$ cat src/design/divide_step_pkg.sv
// Purpose: shared types and constants for the divide step unit
// Assumes: one 20 MHz core clock, asynchronous active-high reset
// Notes: a step's result is written back one clock after issue
package divide_step_pkg;

  localparam int unsigned DVD_W = 32;
  localparam int unsigned DVS_W = 16;
  localparam int unsigned HALF_W = 16;
  localparam int unsigned DVD_MSB = 31;
  localparam int unsigned DVS_MSB = 15;
  localparam int unsigned UPPER_LSB = 16;
  localparam int unsigned STEP_CNT_W = 5;
  localparam int unsigned SIGNED_STEPS = 15;
  localparam int unsigned UNSIGNED_STEPS = 16;

  localparam logic [DVD_W-1:0] DVD_RESET = 32'h0000_0000;
  localparam logic [HALF_W-1:0] HALF_ZERO = 16'h0000;
  localparam logic [STEP_CNT_W-1:0] STEP_CNT_RESET = 5'h00;
  localparam logic [STEP_CNT_W-1:0] STEP_CNT_ONE = 5'h01;
  localparam logic [STEP_CNT_W-1:0] STEP_CNT_MAX = 5'h1F;
  localparam logic FLAG_RESET = 1'b0;

  typedef enum logic {
    OP_SIGN_INIT,
    OP_QUOTIENT_STEP
  } step_op_t;

  // one issue slot as the sequencer presents it
  typedef struct packed {
    logic valid;
    step_op_t op;
    logic paired;
  } step_req_t;

  // software access to the two status flags this unit owns
  typedef struct packed {
    logic aq_wr;
    logic aq_wdata;
    logic ov_clr;
  } flag_wr_t;

endpackage : divide_step_pkg

$ cat src/design/divide_primitive_step_unit.sv
// Purpose: sign-initialisation and quotient steps of a non-restoring
//   add/subtract division, one quotient bit per issued step
// Assumes: the sequencer presents the current dividend register value
//   (forwarded if the previous step just wrote it) with each step
// Notes: the dividend register itself lives in the register file; this
//   unit returns the new value with a write strobe
// Contract
// RL1: dividend full 32 bits, divisor low 16
// RL2: software chooses signed or unsigned start
// RL3: 1+15 signed steps, 16 unsigned steps
// RL4: fewer steps give fewer quotient bits
// RL5: result written to dividend, divisor untouched
// RL6: quotient ends in dividend low half
// RL7: sign step sets flag, no add
// RL8: flag 1 adds, flag 0 subtracts
// RL9: both steps shift dividend left once
// RL10: flag is dividend MSB xor divisor MSB
// RL11: overflow sets accumulator overflow flag
// RL12: overflow on zero or small divisor
// RL13: software derives quotient format
// RL14: fractional upper half below divisor magnitude
// RL15: integer dividends pre-shifted into 31.1
// RL16: negative divisor gives quotient one low
// RL17: unsigned divisor at most 0x7FFF
// RL18: divide steps never share issue slot
// RL19: sign step shifts new flag into LSB
// RL20: quotient step shifts inverted flag into LSB
// RL21: add or subtract acts on upper half
`timescale 1ns/10ps

module divide_primitive_step_unit
  import divide_step_pkg::*;
#(
  parameter int unsigned DIVIDEND_W = DVD_W,
  parameter int unsigned DIVISOR_W = DVS_W
) (
  input wire logic i_clock,
  input wire logic i_rst,
  input wire step_req_t i_step,
  input wire logic [DIVIDEND_W-1:0] i_dividend,
  input wire logic [DIVIDEND_W-1:0] i_divisor_reg,
  input wire flag_wr_t i_flag_wr,
  output logic [DIVIDEND_W-1:0] o_dividend,
  output logic o_dividend_wr,
  output logic o_quotient_sign_flag,
  output logic o_accumulator_overflow_flag,
  output logic o_overflow_event,
  output logic o_pair_refused,
  output logic o_signed_mode,
  output logic [STEP_CNT_W-1:0] o_steps_done
);

  // magnitude of a 16-bit value, signed or plain
  function automatic logic [HALF_W-1:0] magnitude(
    input logic [HALF_W-1:0] value,
    input logic is_signed
  );
    logic [HALF_W-1:0] neg;
    neg = HALF_ZERO - value;
    magnitude = (is_signed && value[HALF_W-1]) ? neg : value;
  endfunction : magnitude

  logic [DIVIDEND_W-1:0] dividend_q;
  logic [DIVIDEND_W-1:0] dividend_d;
  logic dividend_wr_q;
  logic aq_q;
  logic aq_d;
  logic ov_q;
  logic ov_d;
  logic ov_event_q;
  logic pair_refused_q;
  logic signed_q;
  logic signed_d;
  logic [STEP_CNT_W-1:0] steps_q;
  logic [STEP_CNT_W-1:0] steps_d;

  // a divide step is only ever taken when it has the slot to itself
  wire logic step_taken = i_step.valid && !i_step.paired; // RL18
  wire logic step_refused = i_step.valid && i_step.paired; // RL18
  wire logic is_sign_init = step_taken && (i_step.op == OP_SIGN_INIT);
  wire logic is_quot_step = step_taken &&
    (i_step.op == OP_QUOTIENT_STEP);

  // upper half of the divisor register is never looked at
  wire logic [HALF_W-1:0] divisor = i_divisor_reg[DVS_W-1:0]; // RL1
  wire logic [HALF_W-1:0] upper = i_dividend[DVD_MSB:UPPER_LSB]; // RL1
  wire logic [HALF_W-1:0] lower = i_dividend[UPPER_LSB-1:0];

  // sign step: flag from operand signs, no arithmetic
  wire logic init_aq = i_dividend[DVD_MSB] ^ divisor[DVS_MSB]; // RL7 RL10
  wire logic [DIVIDEND_W-1:0] init_result =
    {i_dividend[DVD_MSB-1:0], init_aq}; // RL9 RL19

  // quotient step: add when flag set, subtract when clear
  wire logic [HALF_W-1:0] upper_sum = upper + divisor;
  wire logic [HALF_W-1:0] upper_diff = upper - divisor;
  wire logic [HALF_W-1:0] upper_new =
    aq_q ? upper_sum : upper_diff; // RL8 RL21
  wire logic [DIVIDEND_W-1:0] partial = {upper_new, lower}; // RL21
  wire logic quot_aq = partial[DVD_MSB] ^ divisor[DVS_MSB]; // RL8 RL10
  wire logic [DIVIDEND_W-1:0] quot_result =
    {partial[DVD_MSB-1:0], ~quot_aq}; // RL9 RL20 RL6

  // overflow is judged on the operands at a sign step and at any quotient step taken while the step count is zero;
  // later steps see a partial remainder, not the original dividend
  wire logic first_step = is_sign_init ||
    (is_quot_step && (steps_q == STEP_CNT_RESET));
  wire logic mode_signed = is_sign_init || signed_q;
  wire logic [HALF_W-1:0] upper_mag = magnitude(upper, mode_signed);
  wire logic [HALF_W-1:0] divisor_mag = magnitude(divisor, mode_signed);
  wire logic divisor_zero = (divisor == HALF_ZERO); // RL12
  wire logic divisor_small = (divisor_mag <= upper_mag); // RL12
  wire logic overflow_now = first_step &&
    (divisor_zero || divisor_small); // RL12

  // a negative divisor in signed mode is computed as-is; the quotient
  // then comes out one LSB low, which software must correct
  wire logic neg_divisor = divisor[DVS_MSB]; // RL16

  // next dividend value; only the dividend is ever written back
  always_comb begin
    dividend_d = dividend_q;
    if (is_sign_init) begin
      dividend_d = init_result; // RL5
    end else if (is_quot_step) begin
      dividend_d = quot_result; // RL5
    end
  end

  // quotient-sign flag: a step in the same cycle wins over software
  always_comb begin
    aq_d = aq_q;
    if (is_sign_init) begin
      aq_d = init_aq; // RL7
    end else if (is_quot_step) begin
      aq_d = quot_aq; // RL8
    end else if (i_flag_wr.aq_wr) begin
      aq_d = i_flag_wr.aq_wdata; // RL2
    end
  end

  // accumulator overflow: hardware set beats a software clear
  always_comb begin
    ov_d = ov_q;
    if (overflow_now) begin
      ov_d = 1'b1; // RL11
    end else if (i_flag_wr.ov_clr) begin
      ov_d = 1'b0;
    end
  end

  // mode and step count: a sign step opens a signed sequence, a
  // software write of the flag opens an unsigned one
  always_comb begin
    signed_d = signed_q;
    steps_d = steps_q;
    if (is_sign_init) begin
      signed_d = 1'b1; // RL2
      steps_d = STEP_CNT_RESET;
    end else if (is_quot_step) begin
      // stopping early is legal and only leaves fewer quotient bits
      if (steps_q != STEP_CNT_MAX) begin
        steps_d = steps_q + STEP_CNT_ONE; // RL4 RL3
      end
    end else if (i_flag_wr.aq_wr) begin
      signed_d = 1'b0; // RL2
      steps_d = STEP_CNT_RESET;
    end
  end

  always_ff @(posedge i_clock or posedge i_rst) begin
    if (i_rst) begin
      dividend_q <= DVD_RESET;
      dividend_wr_q <= 1'b0;
    end else begin
      dividend_q <= dividend_d;
      dividend_wr_q <= step_taken; // RL5
    end
  end

  always_ff @(posedge i_clock or posedge i_rst) begin
    if (i_rst) begin
      aq_q <= FLAG_RESET;
      ov_q <= FLAG_RESET;
      ov_event_q <= 1'b0;
    end else begin
      aq_q <= aq_d;
      ov_q <= ov_d;
      ov_event_q <= overflow_now; // RL11
    end
  end

  always_ff @(posedge i_clock or posedge i_rst) begin
    if (i_rst) begin
      signed_q <= 1'b0;
      steps_q <= STEP_CNT_RESET;
      pair_refused_q <= 1'b0;
    end else begin
      signed_q <= signed_d;
      steps_q <= steps_d;
      pair_refused_q <= step_refused; // RL18
    end
  end

  assign o_dividend = dividend_q;
  assign o_dividend_wr = dividend_wr_q;
  assign o_quotient_sign_flag = aq_q;
  assign o_accumulator_overflow_flag = ov_q;
  assign o_overflow_event = ov_event_q;
  assign o_pair_refused = pair_refused_q;
  assign o_signed_mode = signed_q;
  assign o_steps_done = steps_q;

endmodule : divide_primitive_step_unit

$ cat config.mk
export PLATFORM = sky130hd
export DESIGN_NAME = divide_primitive_step_unit
export DESIGN_NICKNAME = d
export VERILOG_FILES = /design/src/design/divide_step_pkg.sv /design/src/design/divide_primitive_step_unit.sv
export SDC_FILE = /design/constraint.sdc
export NUM_CORES = 1
export LEC_CHECK = 0
export ABC_AREA = 1
export BUFFER_PORTS_ARGS = -buffer_cell sky130_fd_sc_hd__buf_4
export CORE_MARGIN = 4
export CORE_UTILIZATION = 53
export DETAILED_ROUTE_END_ITERATION = 8
export GPL_ROUTABILITY_DRIVEN = 0
export PLACE_DENSITY = 0.83
export SKIP_CTS_REPAIR_TIMING = 1
export SYNTH_ARGS = -nofsm -noshare
export SYNTH_HDL_FRONTEND = slang
export SYNTH_SLANG_ARGS = --single-unit
$ cat constraint.sdc
create_clock -name i_clock -period 3.35 [get_ports i_clock]
set_clock_uncertainty 0.2 [all_clocks]
set_input_delay 0.5025 -clock i_clock [delete_from_list [all_inputs] [get_ports i_clock]]
set_output_delay 0.5025 -clock i_clock [all_outputs]
set_load 0.005 [all_outputs]
Word-level counts from Yosys, hierarchy flattened
Index checks and enable logic that the tools add are counted.
- add/subtract/negate cells: 5
- order comparisons: 1
- equal/unequal tests: 3
- multiplexer cells: 17
- bitwise logic cells: 4
- reductions and logical operators: 20
- operator list (kind ; number):
    $mux W32 ; 2
    $mux W16 ; 3
    $sub A1 B16 Y16 const A ; 2
    $mux W5 ; 4
    $add A16 B16 Y16 ; 1
    $le A16 B16 Y1 ; 1
    $logic_not A16 Y1 ; 1
    $sub A16 B16 Y16 ; 1
    $logic_and A1 B1 Y1 ; 8
    $mux W1 ; 8
    $reduce_bool A2 Y1 ; 3
    $add A5 B1 Y5 const B ; 1
    $logic_not A5 Y1 ; 1
    $ne A5 B5 Y1 const B ; 1
    $reduce_and A2 Y1 ; 2
    $logic_or A1 B1 Y1 ; 3
    $ne A3 B2 Y1 const B ; 1
    $reduce_bool A3 Y1 ; 1
    $ne A2 B2 Y1 const B ; 1
    $not A1 Y1 ; 2
    $xor A1 B1 Y1 ; 2
    $logic_not A1 Y1 ; 1
- register bits after elaboration: 43

Depth between registers and ports, before layout
Gate-level depths: netlist of run 1.
- depth after elaboration: 10
- depth in mapped cells: 22
- gate-level depth less buffers: 22

Worst setup path before layout of run 1
Ideal clock, no wire load.
- kind: input to register
- start: input i_divisor_reg[0]
- end: register aq_q (netlist: o_quotient_sign_flag)
- setup time: 77 ps
- arrival time: 2569 ps
- slack: 503 ps
- stages on the path: 20
- buffers on the path: 0
- cell sequence: inv_1 > ha_1 > nand2_1 > nor2_1 > nand2_1 > nor3_1 > nand3_1 > nand3_1 > nand2_1 > ha_1 > nand2_1 > nor2_1 > inv_1 > nor2_1 > nand2_1 > nand2_1 > nand3_1 > nand2_1 > nand2_1 > a21oi_1
- word-level cells in the longest chain between the ends: 5
- elaborated cells on any way between the ends: 6
- classes of those cells: add/sub (2); mux (3); bitwise (1)
- RTL lines (item ; RTL line ; source):
    from (decl) ; divide_primitive_step_unit.sv:41 ; input wire logic [DIVIDEND_W-1:0] i_divisor_reg,
    $sub A16 B16 Y16 or $add A16 B16 Y16 (tied branches) ; divide_primitive_step_unit.sv:96, divide_primitive_step_unit.sv:95 ;
    $mux W16 * ; divide_primitive_step_unit.sv:98 ; aq_q ? upper_sum : upper_diff;
    $xor A1 B1 Y1 * ; divide_primitive_step_unit.sv:100 ; wire logic quot_aq = partial[DVD_MSB] ^ divisor[DVS_MSB];
    $mux W1 * ; divide_primitive_step_unit.sv:135 ; end else if (is_quot_step) begin
    $mux W1 * ; divide_primitive_step_unit.sv:133 ; if (is_sign_init) begin
    to (signal assigned) ; divide_primitive_step_unit.sv:187 ; aq_q <= aq_d;
    to (decl) ; divide_primitive_step_unit.sv:66 ; logic aq_q;
Mark *: on every way between the ends. The rest lies on a longest branch, timed or not.
A chain may end at the register's enable or synchronous reset.

Final worst setup path of run 1
- start: input i_dividend[17]
- end: register ov_q (netlist: o_accumulator_overflow_flag)
- word-level cells in the longest chain between the ends: 6
- elaborated cells on any way between the ends: 7
- classes of those cells: add/sub (1); order compare (1); mux (2); reduce/logical (3)
- RTL lines (item ; RTL line ; source):
    from (decl) ; divide_primitive_step_unit.sv:40 ; input wire logic [DIVIDEND_W-1:0] i_dividend,
    $sub A1 B16 Y16 ; divide_primitive_step_unit.sv:59 ; neg = HALF_ZERO - value;
    $mux W16 * ; divide_primitive_step_unit.sv:60 ; magnitude = (is_signed && value[HALF_W-1]) ? neg : value;
    $le A16 B16 Y1 * ; divide_primitive_step_unit.sv:112 ; wire logic divisor_small = (divisor_mag <= upper_mag);
    $logic_or A1 B1 Y1 * ; divide_primitive_step_unit.sv:114 ; (divisor_zero || divisor_small);
    $logic_and A1 B1 Y1 * ; divide_primitive_step_unit.sv:113 ; wire logic overflow_now = first_step &&
    $mux W1 or $reduce_bool A2 Y1 (tied branches) ; - ;
    to (signal assigned) ; divide_primitive_step_unit.sv:188 ; ov_q <= ov_d;
    to (decl) ; divide_primitive_step_unit.sv:68 ; logic ov_q;
Marked as above.

==> results.cfg, run 1 <==
[status]
status = complete, no violations

[clock_tree]
cts.clk_slew.worst_paths_ps = 90
cts_tree = yes
root_buffer = clkbuf_8
clk_latency_ps = 290
htreeDepth = 2
cts_sinks = 43
numCtsBuffers = 5
clock_path_buffers = 2

[sta]
finalCritPeriodShare = 0.910
holdWs_ps = 66.0
slew_headroom = 0.423
setup_ws_ps = 301
maxSlewViolCount = 0
setup_viol_count_final = 0
tns_ps = 0
rsz0062_at_grt = false
max_freq_mhz = 328
hold_violations = 0
worst_pin_slew_ps = 860
finalCriticalPeriod_ps = 3050

[drt]
detail-route-antenna-nets = 0
drc = 0
vias = 4293
viasPerCell = 5.32
wire_per_inst_um = 13.7
dr.pass1.iters = 6
drt_iter0_markers = 255
wirelength_um = 11100

[cells_and_area]
syn_to_final_growth_pct = 25.0
finish.utilization = 0.687
antennaDiodeCount = 0
finalNonFillerCells = 807
drive_gt1_frac = 0.202
final_nets = 816

[placement]
place_ws_ps = 32.5
placedCellCount = 799
port_buffers = 98
dp_hpwl_um = 8990

[grt]
grtUsageTotal = 0.251
grt_max_degree = 35
antenna_found_initial = 0
grtUsageMet3 = 0.0494
grt.busiest_layer = met2
grt_pass1_vias = 4122
overflow = 0
grt_use_met1 = 0.326
grt_pass1_wl_um = 18100
use_met2 = 0.423

[critical_path]
crit_arrival_ps = 3030
crit_path_start = i_dividend[17]
endpoint_kind = flip-flop
reg2reg_to = o_dividend[26]
criticalPathCategory = in -> reg
crit_end = o_accumulator_overflow_flag
r2r_cells = 11
reg2reg_slack_ps = 660
start_kind = primary input
worstReg2RegStart = o_quotient_sign_flag
crit_fanout = 4
required_ps = 3330

[power]
p_clk_frac = 0.185
p_leak_uw = 0.00268
switchingPower_uw = 726
seq_power_share = 0.348
comb_power_share = 0.467
power_density_nw_per_um2 = 375
p_sw_frac = 0.387
ir_worst_vdd_mv = 0.303
internal_power_uw = 1150

[floorplan]
io_pins = 115
coreArea_um2 = 7290
die_area_um2 = 9010
start_util = 0.549
num_rows = 31
die_h_um = 94.9
die_x_um = 94.9

[min_path]
hp-class = in -> async

[logic_synthesis]
netlist_area_um2 = 4010
netlist_top_cells_count = nand2_1, inv_1, nor2_1
yosysTopAreaCellShare = 0.269
async_flop_share = 1.00
ys_ff_latch = 43
ys_types = 42
synth_ff_type = dfrtp_1
syn_area_per_cell_um2 = 6.68
post-synth-top-count-cell = nand2_1
synth-edff-count = 0
yosys-top-cells-area = dfrtp_1, nand2_1, ha_1
syn-num-nets = 709
synth_cells = 600
ys_warn_count = 0
yosys.area.top_type = dfrtp_1
yosysSeqAreaShare = 0.269

[flow_run]
maxCapViolCount = 0
[state kept, by name (all words and copies together) (netlist names)]
signal,flops
o_overflow_event,1
o_accumulator_overflow_flag,1
o_signed_mode,1
o_steps_done,5
o_quotient_sign_flag,1
o_dividend_wr,1
o_dividend,32
o_pair_refused,1
[cells by family after synthesis]
family | share of synthesized area
adder cells (fa/ha/maj) | 0.117
XOR/XNOR | 0.0547
AO/OA/AOI/OAI | 0.150
AND/OR/NAND/NOR | 0.321
buffers and inverters | 0.0878
flip-flops | 0.269
[power groups by stage]
stage | sequential (uW) | clock (uW) | combinational, uW
detailed placement | 661 | 0 | 867
CTS | 653 | 348 | 877
global placement | 659 | 0 | 842
finish | 654 | 347 | 878
floorplan | 661 | 0 | 513
global route | 664 | 374 | 991
[critical path, cell delays in order]
cell     delay (ps)
buf_4           130
inv_1           110
ha_1            180
nand2_1         110
nor2_1          170
nand2_1         130
o31ai_1         270
xnor2_1         180
inv_1            70
ha_1            270
nand4_1         140
nor3_1          240
nand2_1         100
nand2_1          70
nand3_1         130
nand2_1         140
o21ai_0         100
[cell usage in the layout, fill, tap and decap left out, types with 14 or more instances in the layout]
cell	netlist	layout
a21oi_1	27	27
ha_1	36	36
dfrtp_1	43	43
o21ai_0	42	40
nand2_1	184	184
xor2_1	14	14
nand3_1	41	41
nor2_1	46	45
inv_1	69	68
buf_4	1	114
[routing by layer]
layer	part of all wire	vias to the layer above
met5	0	-
met4	0.021	0
met3	0.071	22
met2	0.47	158
met1	0.43	1936
li1	-	2177
[through the flow]
stage	total power, uW	area (um2)
6_report	1880	5010
5_1_grt	2030	5010
4_1_cts	1880	5000
3_5_place_dp	1530	4910
3_3_place_gp	1500	4910
2_1_floorplan	1170	4010
[final cells by class]
| type | count | area, um2 |
|---|---|---|
| Clock buffer | 5 | 68.8 |
| Clock inverter | 3 | 23.8 |
| Fill cell | 654 | 2290 |
| Inverter | 73 | 277 |
| Multi-Input combinational cell | 470 | 2580 |
| Sequential cell | 43 | 1080 |
| Tap cell | 99 | 124 |
| Timing Repair Buffer | 114 | 856 |
[worst min-delay path by stage]
| stage | end | slack (ps) | cells after the start |
|---|---|---|---|
| 6_report | o_dividend[18] | 70 | 2 |
| 2_1_floorplan | o_dividend[10] | 270 | 2 |
| 4_1_cts | o_dividend[7] | 80 | 2 |
| 3_3_place_gp | o_dividend[2] | 260 | 2 |
| 5_1_grt | o_dividend[7] | 110 | 2 |
| 3_5_place_dp | o_dividend[16] | 260 | 2 |
No activity file was read; power rests on OpenSTA's default activity.
==> run 2: changes to the inputs <==
--- a/config.mk
+++ b/config.mk
@@ -5,10 +5,10 @@
 export SDC_FILE = /design/constraint.sdc
 export NUM_CORES = 1
 export LEC_CHECK = 0
-export ABC_AREA = 1
+export ABC_AREA = 0
 export BUFFER_PORTS_ARGS = -buffer_cell sky130_fd_sc_hd__buf_4
 export CORE_MARGIN = 4
-export CORE_UTILIZATION = 53
+export CORE_UTILIZATION = 52
 export DETAILED_ROUTE_END_ITERATION = 8
 export GPL_ROUTABILITY_DRIVEN = 0
 export PLACE_DENSITY = 0.83
==> run 2 against run 1 <==
Sequential cell count unchanged. Cell count decreased by 16%. First-iteration DRC count decreased by 7.8%. The flow now finishes with violations (negative hold slack, negative setup slack). Sequential power increased by 0.6%. Largest power group unchanged. Design area decreased by 0.80%. Worst setup slack got worse by 320 ps.
==> results.cfg, run 2 <==
[status]
status = finished, violations left
violations = negative hold slack, negative setup slack

[grt]
antenna_found_initial = 0
grt_pass1_vias = 3539
grt_max_degree = 45
grtUsageTotal = 0.231
grt_pass1_wl_um = 16200
overflow = 0

[critical_path]
worstPathCellList = buf_4 > or4_4 > buf_4 > nor2_1 > nor2_1 > xor2_1 > ha_1 > inv_1 > o221a_2 > a311o_1 > o21ai_1 > xor2_1 > mux2i_1 > a21oi_1
criticalPathCategory = in -> reg
required_ps = 3380
start_kind = primary input
slowest_delay_ps = 550
crit_arrival_ps = 3390
crit_fanout = 3
endpoint_kind = flip-flop
crit_slowest_cell = or4_4

[cells_and_area]
regArea_um2 = 1080
nFillCells = 528
finish.utilization = 0.731
drive_gt1_frac = 0.296
final_cell_mix = buf_4, nand2_1, dfrtp_1
final_nets = 692
syn_to_final_growth_pct = 36.1
antennaDiodeCount = 0
layout_commonest_cell = buf_4
largest_register_ffs = 32
finalNonFillerCells = 680
multi_input_area_um2 = 2510

[floorplan]
num_rows = 30
die_x_um = 91.8
die_h_um = 91.8
die_area_um2 = 8420
io_pins = 115
start_util = 0.537
coreArea_um2 = 6790

[logic_synthesis]
post-synth-top-count-cell = nand2_1
synth-edff-count = 0
synth_ff_type = dfrtp_1
async_flop_share = 1.00
syn-num-nets = 555
netlist_top_cells_count = nand2_1, dfrtp_1, nor2_1
ys_warn_count = 0
yosys.area.top_type = dfrtp_1
synth_cells = 446
yosysTopAreaCellShare = 0.295
syn_area_per_cell_um2 = 8.18
ys_ff_latch = 43
netlist_area_um2 = 3650
yosysSeqAreaShare = 0.295
ys_types = 48
yosys-top-cells-area = dfrtp_1, ha_1, xor2_1

[clock_tree]
numCtsBuffers = 5
cts.clk_slew.worst_paths_ps = 90
htreeDepth = 2
cts_sinks = 43
cts_tree = yes
clk_latency_ps = 290
clock_path_buffers = 2
root_buffer = clkbuf_8

[sta]
slew_headroom = 0.611
worst_pin_slew_ps = 580
setup_ws_ps = -17.7
setup_viol_count_final = 1
hold_violations = 5
finalCritPeriodShare = 1.01
finalCriticalPeriod_ps = 3370
holdWs_ps = -5.67
rsz0062_at_grt = true
max_freq_mhz = 297
maxSlewViolCount = 0

[power]
p_sw_frac = 0.370
seq_power_share = 0.315
switchingPower_uw = 774
comb_power_share = 0.526
internal_power_uw = 1310
p_leak_uw = 0.00250
ir_worst_vdd_mv = 0.203
p_clk_frac = 0.159
power_density_nw_per_um2 = 421

[drt]
drc = 0
wire_per_inst_um = 14.5
viasPerCell = 5.37
wirelength_um = 9890
dr.pass1.iters = 5
drt_iter0_markers = 235
vias = 3654
detail-route-antenna-nets = 0

[flow_run]
maxCapViolCount = 0

[min_path]
hp-class = in -> async

[placement]
placedCellCount = 672
port_buffers = 98
dp_hpwl_um = 8040
run 2: metrics by stage:
step | hold slack (ps) | power [uW] | instance area, um2 | setup slack, ps | TNS (ps)
after floorplan | 270 | 1270 | 3700 | -52.7 | -56.3
after global routing | 15.0 | 2250 | 4970 | -159 | -600
after global placement | 259 | 1700 | 4840 | -241 | -1120
final | -5.67 | 2090 | 4970 | -17.7 | -17.7
after CTS | -2.90 | 2080 | 4930 | -60.2 | -115
after detailed placement | 263 | 1740 | 4840 | -335 | -1860
run 2: final cells by class:
class	count	area share
clock buffer	5	0.0139
multi-input combinational	370	0.505
clock inverter	3	0.00479
tap	96	0.0242
inverter	20	0.0186
sequential	43	0.217
timing repair buffer	143	0.217
run 2: power by group through the flow:
stage | Combinational [uW] | Sequential [uW] | Clock [uW]
finish | 1100 | 658 | 333
global route | 1210 | 670 | 364
CTS | 1080 | 658 | 342
detailed placement | 1070 | 668 | 0
global placement | 1030 | 664 | 0
floorplan | 608 | 667 | 0
run 2: worst max-delay path: cells and delay by family:
kind            cells  cell delay (ps)
compound gates      4             1050
xor+xnor            2              350
fa+ha+maj           1              310
buf+inv             3              330
mux                 1              100
simple gates        3              730
run 2: cells by family (layout without fill, tap and decap cells):
group	after synthesis	after routing	share of synthesized area
XOR/XNOR	54	54	0.132
AND/OR/NAND/NOR	168	168	0.208
AO/OA/AOI/OAI	97	97	0.163
adder cells (fa/ha/maj)	37	37	0.129
multiplexers	14	14	0.0394
flip-flops	43	43	0.295
buffers and inverters	33	171	0.0340
run 2: path summary, 6_finish.rpt:
check                                startpoint  cells past startpoint              to  slack (ps)
max in group asynchronous                 i_rst                      3  o_dividend[11]        2270
min reg2reg                       o_dividend[3]                      2   o_dividend[3]         280
min                                       i_rst                      2   o_dividend[5]          -6
min in group i_clock              i_dividend[3]                      3   o_dividend[4]         200
max reg2reg                o_quotient_sign_flag                      9  o_dividend[31]         270
max                            i_divisor_reg[3]                     14  o_dividend[31]         -20
run 2: layer usage:
| layer | up-vias | wire [um] | track usage |
|---|---|---|---|
| li1 | 1820 | - | - |
| met1 | 1701 | 4350 | 0.302 |
| met2 | 122 | 4800 | 0.405 |
| met3 | 11 | 601 | 0.0320 |
| met4 | 0 | 132 | 0.0545 |
| met5 | - | 0 | 0 |
==> run 3: changes to the inputs <==
--- a/config.mk
+++ b/config.mk
@@ -8,10 +8,10 @@
 export ABC_AREA = 0
 export BUFFER_PORTS_ARGS = -buffer_cell sky130_fd_sc_hd__buf_4
 export CORE_MARGIN = 4
-export CORE_UTILIZATION = 52
+export CORE_UTILIZATION = 47
 export DETAILED_ROUTE_END_ITERATION = 8
 export GPL_ROUTABILITY_DRIVEN = 0
-export PLACE_DENSITY = 0.83
+export PLACE_DENSITY = 0.79
 export SKIP_CTS_REPAIR_TIMING = 1
 export SYNTH_ARGS = -nofsm -noshare
 export SYNTH_HDL_FRONTEND = slang
==> constraint.sdc (replaced) <==
create_clock -name i_clock -period 2.9 [get_ports i_clock]
set_clock_uncertainty 0.2 [all_clocks]
set_input_delay 0.435 -clock i_clock [delete_from_list [all_inputs] [get_ports i_clock]]
set_output_delay 0.435 -clock i_clock [all_outputs]
set_load 0.005 [all_outputs]
==> run 3 against run 2 <==
The flow finishes with violations (negative setup slack). First-iteration DRC count increased by 16%. Register-to-register slack worse by 290 ps. Power grew 32%. Combinational power is 33% higher. Cell count rose by 4.7%.
==> results.cfg, run 3 (synthesis gave the netlist of run 2 again) <==
[status]
status = finished, violations left
violations = negative setup slack

[cells_and_area]
syn_to_final_growth_pct = 47.6
nFillCells = 548
layout_commonest_cell = buf_4
final_cell_mix = buf_4, nand2_1, dfrtp_1
antennaDiodeCount = 0
finish.utilization = 0.727
drive_gt1_frac = 0.365
largest_register_ffs = 32
final_nets = 721

[floorplan]
start_util = 0.492
die_x_um = 96.1
die_area_um2 = 9240
coreArea_um2 = 7410
num_rows = 31
io_pins = 115
die_h_um = 96.1

[critical_path]
reg2reg_to = o_dividend[31]
start_kind = primary input
crit_arrival_ps = 3340
crit_path_start = i_divisor_reg[3]
worstReg2RegStart = o_quotient_sign_flag
endpoint_kind = flip-flop
crit_fanout = 3
reg2reg_slack_ps = -20
crit_end = o_dividend[0]
criticalPathCategory = in -> reg
required_ps = 2940
r2r_cells = 11

[drt]
drt_iter0_markers = 273
vias = 3846
wire_per_inst_um = 15.2
detail-route-antenna-nets = 0
viasPerCell = 5.40
wirelength_um = 10800
dr.pass1.iters = 4
drc = 0

[sta]
rsz0062_at_grt = true
finalCriticalPeriod_ps = 3300
maxSlewViolCount = 0
setup_ws_ps = -401
worst_pin_slew_ps = 614
max_freq_mhz = 303
setup_viol_count_final = 10
slew_headroom = 0.588
hold_violations = 0
finalCritPeriodShare = 1.14
holdWs_ps = 123

[power]
power_density_nw_per_um2 = 514
ir_worst_vdd_mv = 0.283
p_leak_uw = 0.00270
total_power_uw = 2770

[clock_tree]
root_buffer = clkbuf_8
htreeDepth = 2
cts.clk_slew.worst_paths_ps = 80
cts_sinks = 43
numCtsBuffers = 5
clock_path_buffers = 2
cts_tree = yes
clk_latency_ps = 300

[placement]
port_buffers = 98
dp_hpwl_um = 8470

[grt]
antenna_found_initial = 0
grt_pass1_vias = 3695
overflow = 0
grtUsageTotal = 0.224
grt_pass1_wl_um = 16500
grt_max_degree = 45

[flow_run]
maxCapViolCount = 0

[min_path]
hp-class = in -> reg
run 3: cell count changes in the layout (fill, tap and decap cells not counted), moves of 3 or more:
| cell | delta |
|---|---|
| buf_4 | +23 |
| a21oi_1 | -7 |
| a21oi_2 | +7 |
| o21ai_0 | -6 |
| buf_6 | +4 |
| nor2_1 | -4 |
| o21ai_1 | +3 |
| o21ai_2 | +3 |
run 3: layer usage:
layer / GRT usage / wire [um]
met1: 0.295 / 4680
met2: 0.378 / 5140
met3: 0.0305 / 740
met4: 0.0735 / 252
met5: 0 / 0
run 3: worst min path at each step:
stage               cells after the start             end           start  slack, ps
floorplan                               2  o_dividend[10]  o_dividend[10]        270
global placement                        2   o_dividend[7]           i_rst        260
detailed placement                      2   o_dividend[2]   o_dividend[2]        260
CTS                                     2  o_dividend[16]           i_rst        -50
global route                            3   o_dividend[4]   i_dividend[3]        130
finish                                  3  o_dividend[14]  i_dividend[13]        120
run 3: per-stage QoR:
stage / setup TNS, ps / cells / setup slack (ps) / cell area [um2]
2_1_floorplan: -1730 / 446 / -435 / 3740
3_3_place_gp: -5360 / 697 / -584 / 5060
3_5_place_dp: -6320 / 697 / -693 / 5060
4_1_cts: -2600 / 705 / -390 / 5190
5_1_grt: -3770 / 712 / -510 / 5390
6_report: -2390 / 712 / -401 / 5390
run 3: area by class of cell:
| type | instances | area, um2 | area share |
|---|---|---|---|
| clock buffer | 6 | 72.6 | 0.0135 |
| clock inverter | 2 | 60.1 | 0.0112 |
| tap | 99 | 124 | 0.0230 |
| multi-input combinational | 370 | 2630 | 0.489 |
| timing repair buffer | 172 | 1330 | 0.246 |
| inverter | 20 | 92.6 | 0.0172 |
| sequential | 43 | 1080 | 0.200 |
run 3: power breakdown:
part / switching [uW] / internal [uW]
registers: 64.1 / 697
logic: 700 / 760
clock network: 200 / 344
run 3: worst max-delay path, cell delays in order:
cell and delay [ps]:
buf_4 130, nor2_2 160, nand2_2 80, or3_4 340, or3_4 360, nor3_4 150, nor2_1 80, xor2_1 140
ha_1 310, a21o_1 200, a21o_1 160, a21oi_1 160, nor2b_1 70, o22ai_1 170, xnor2_1 180, o221a_1 210
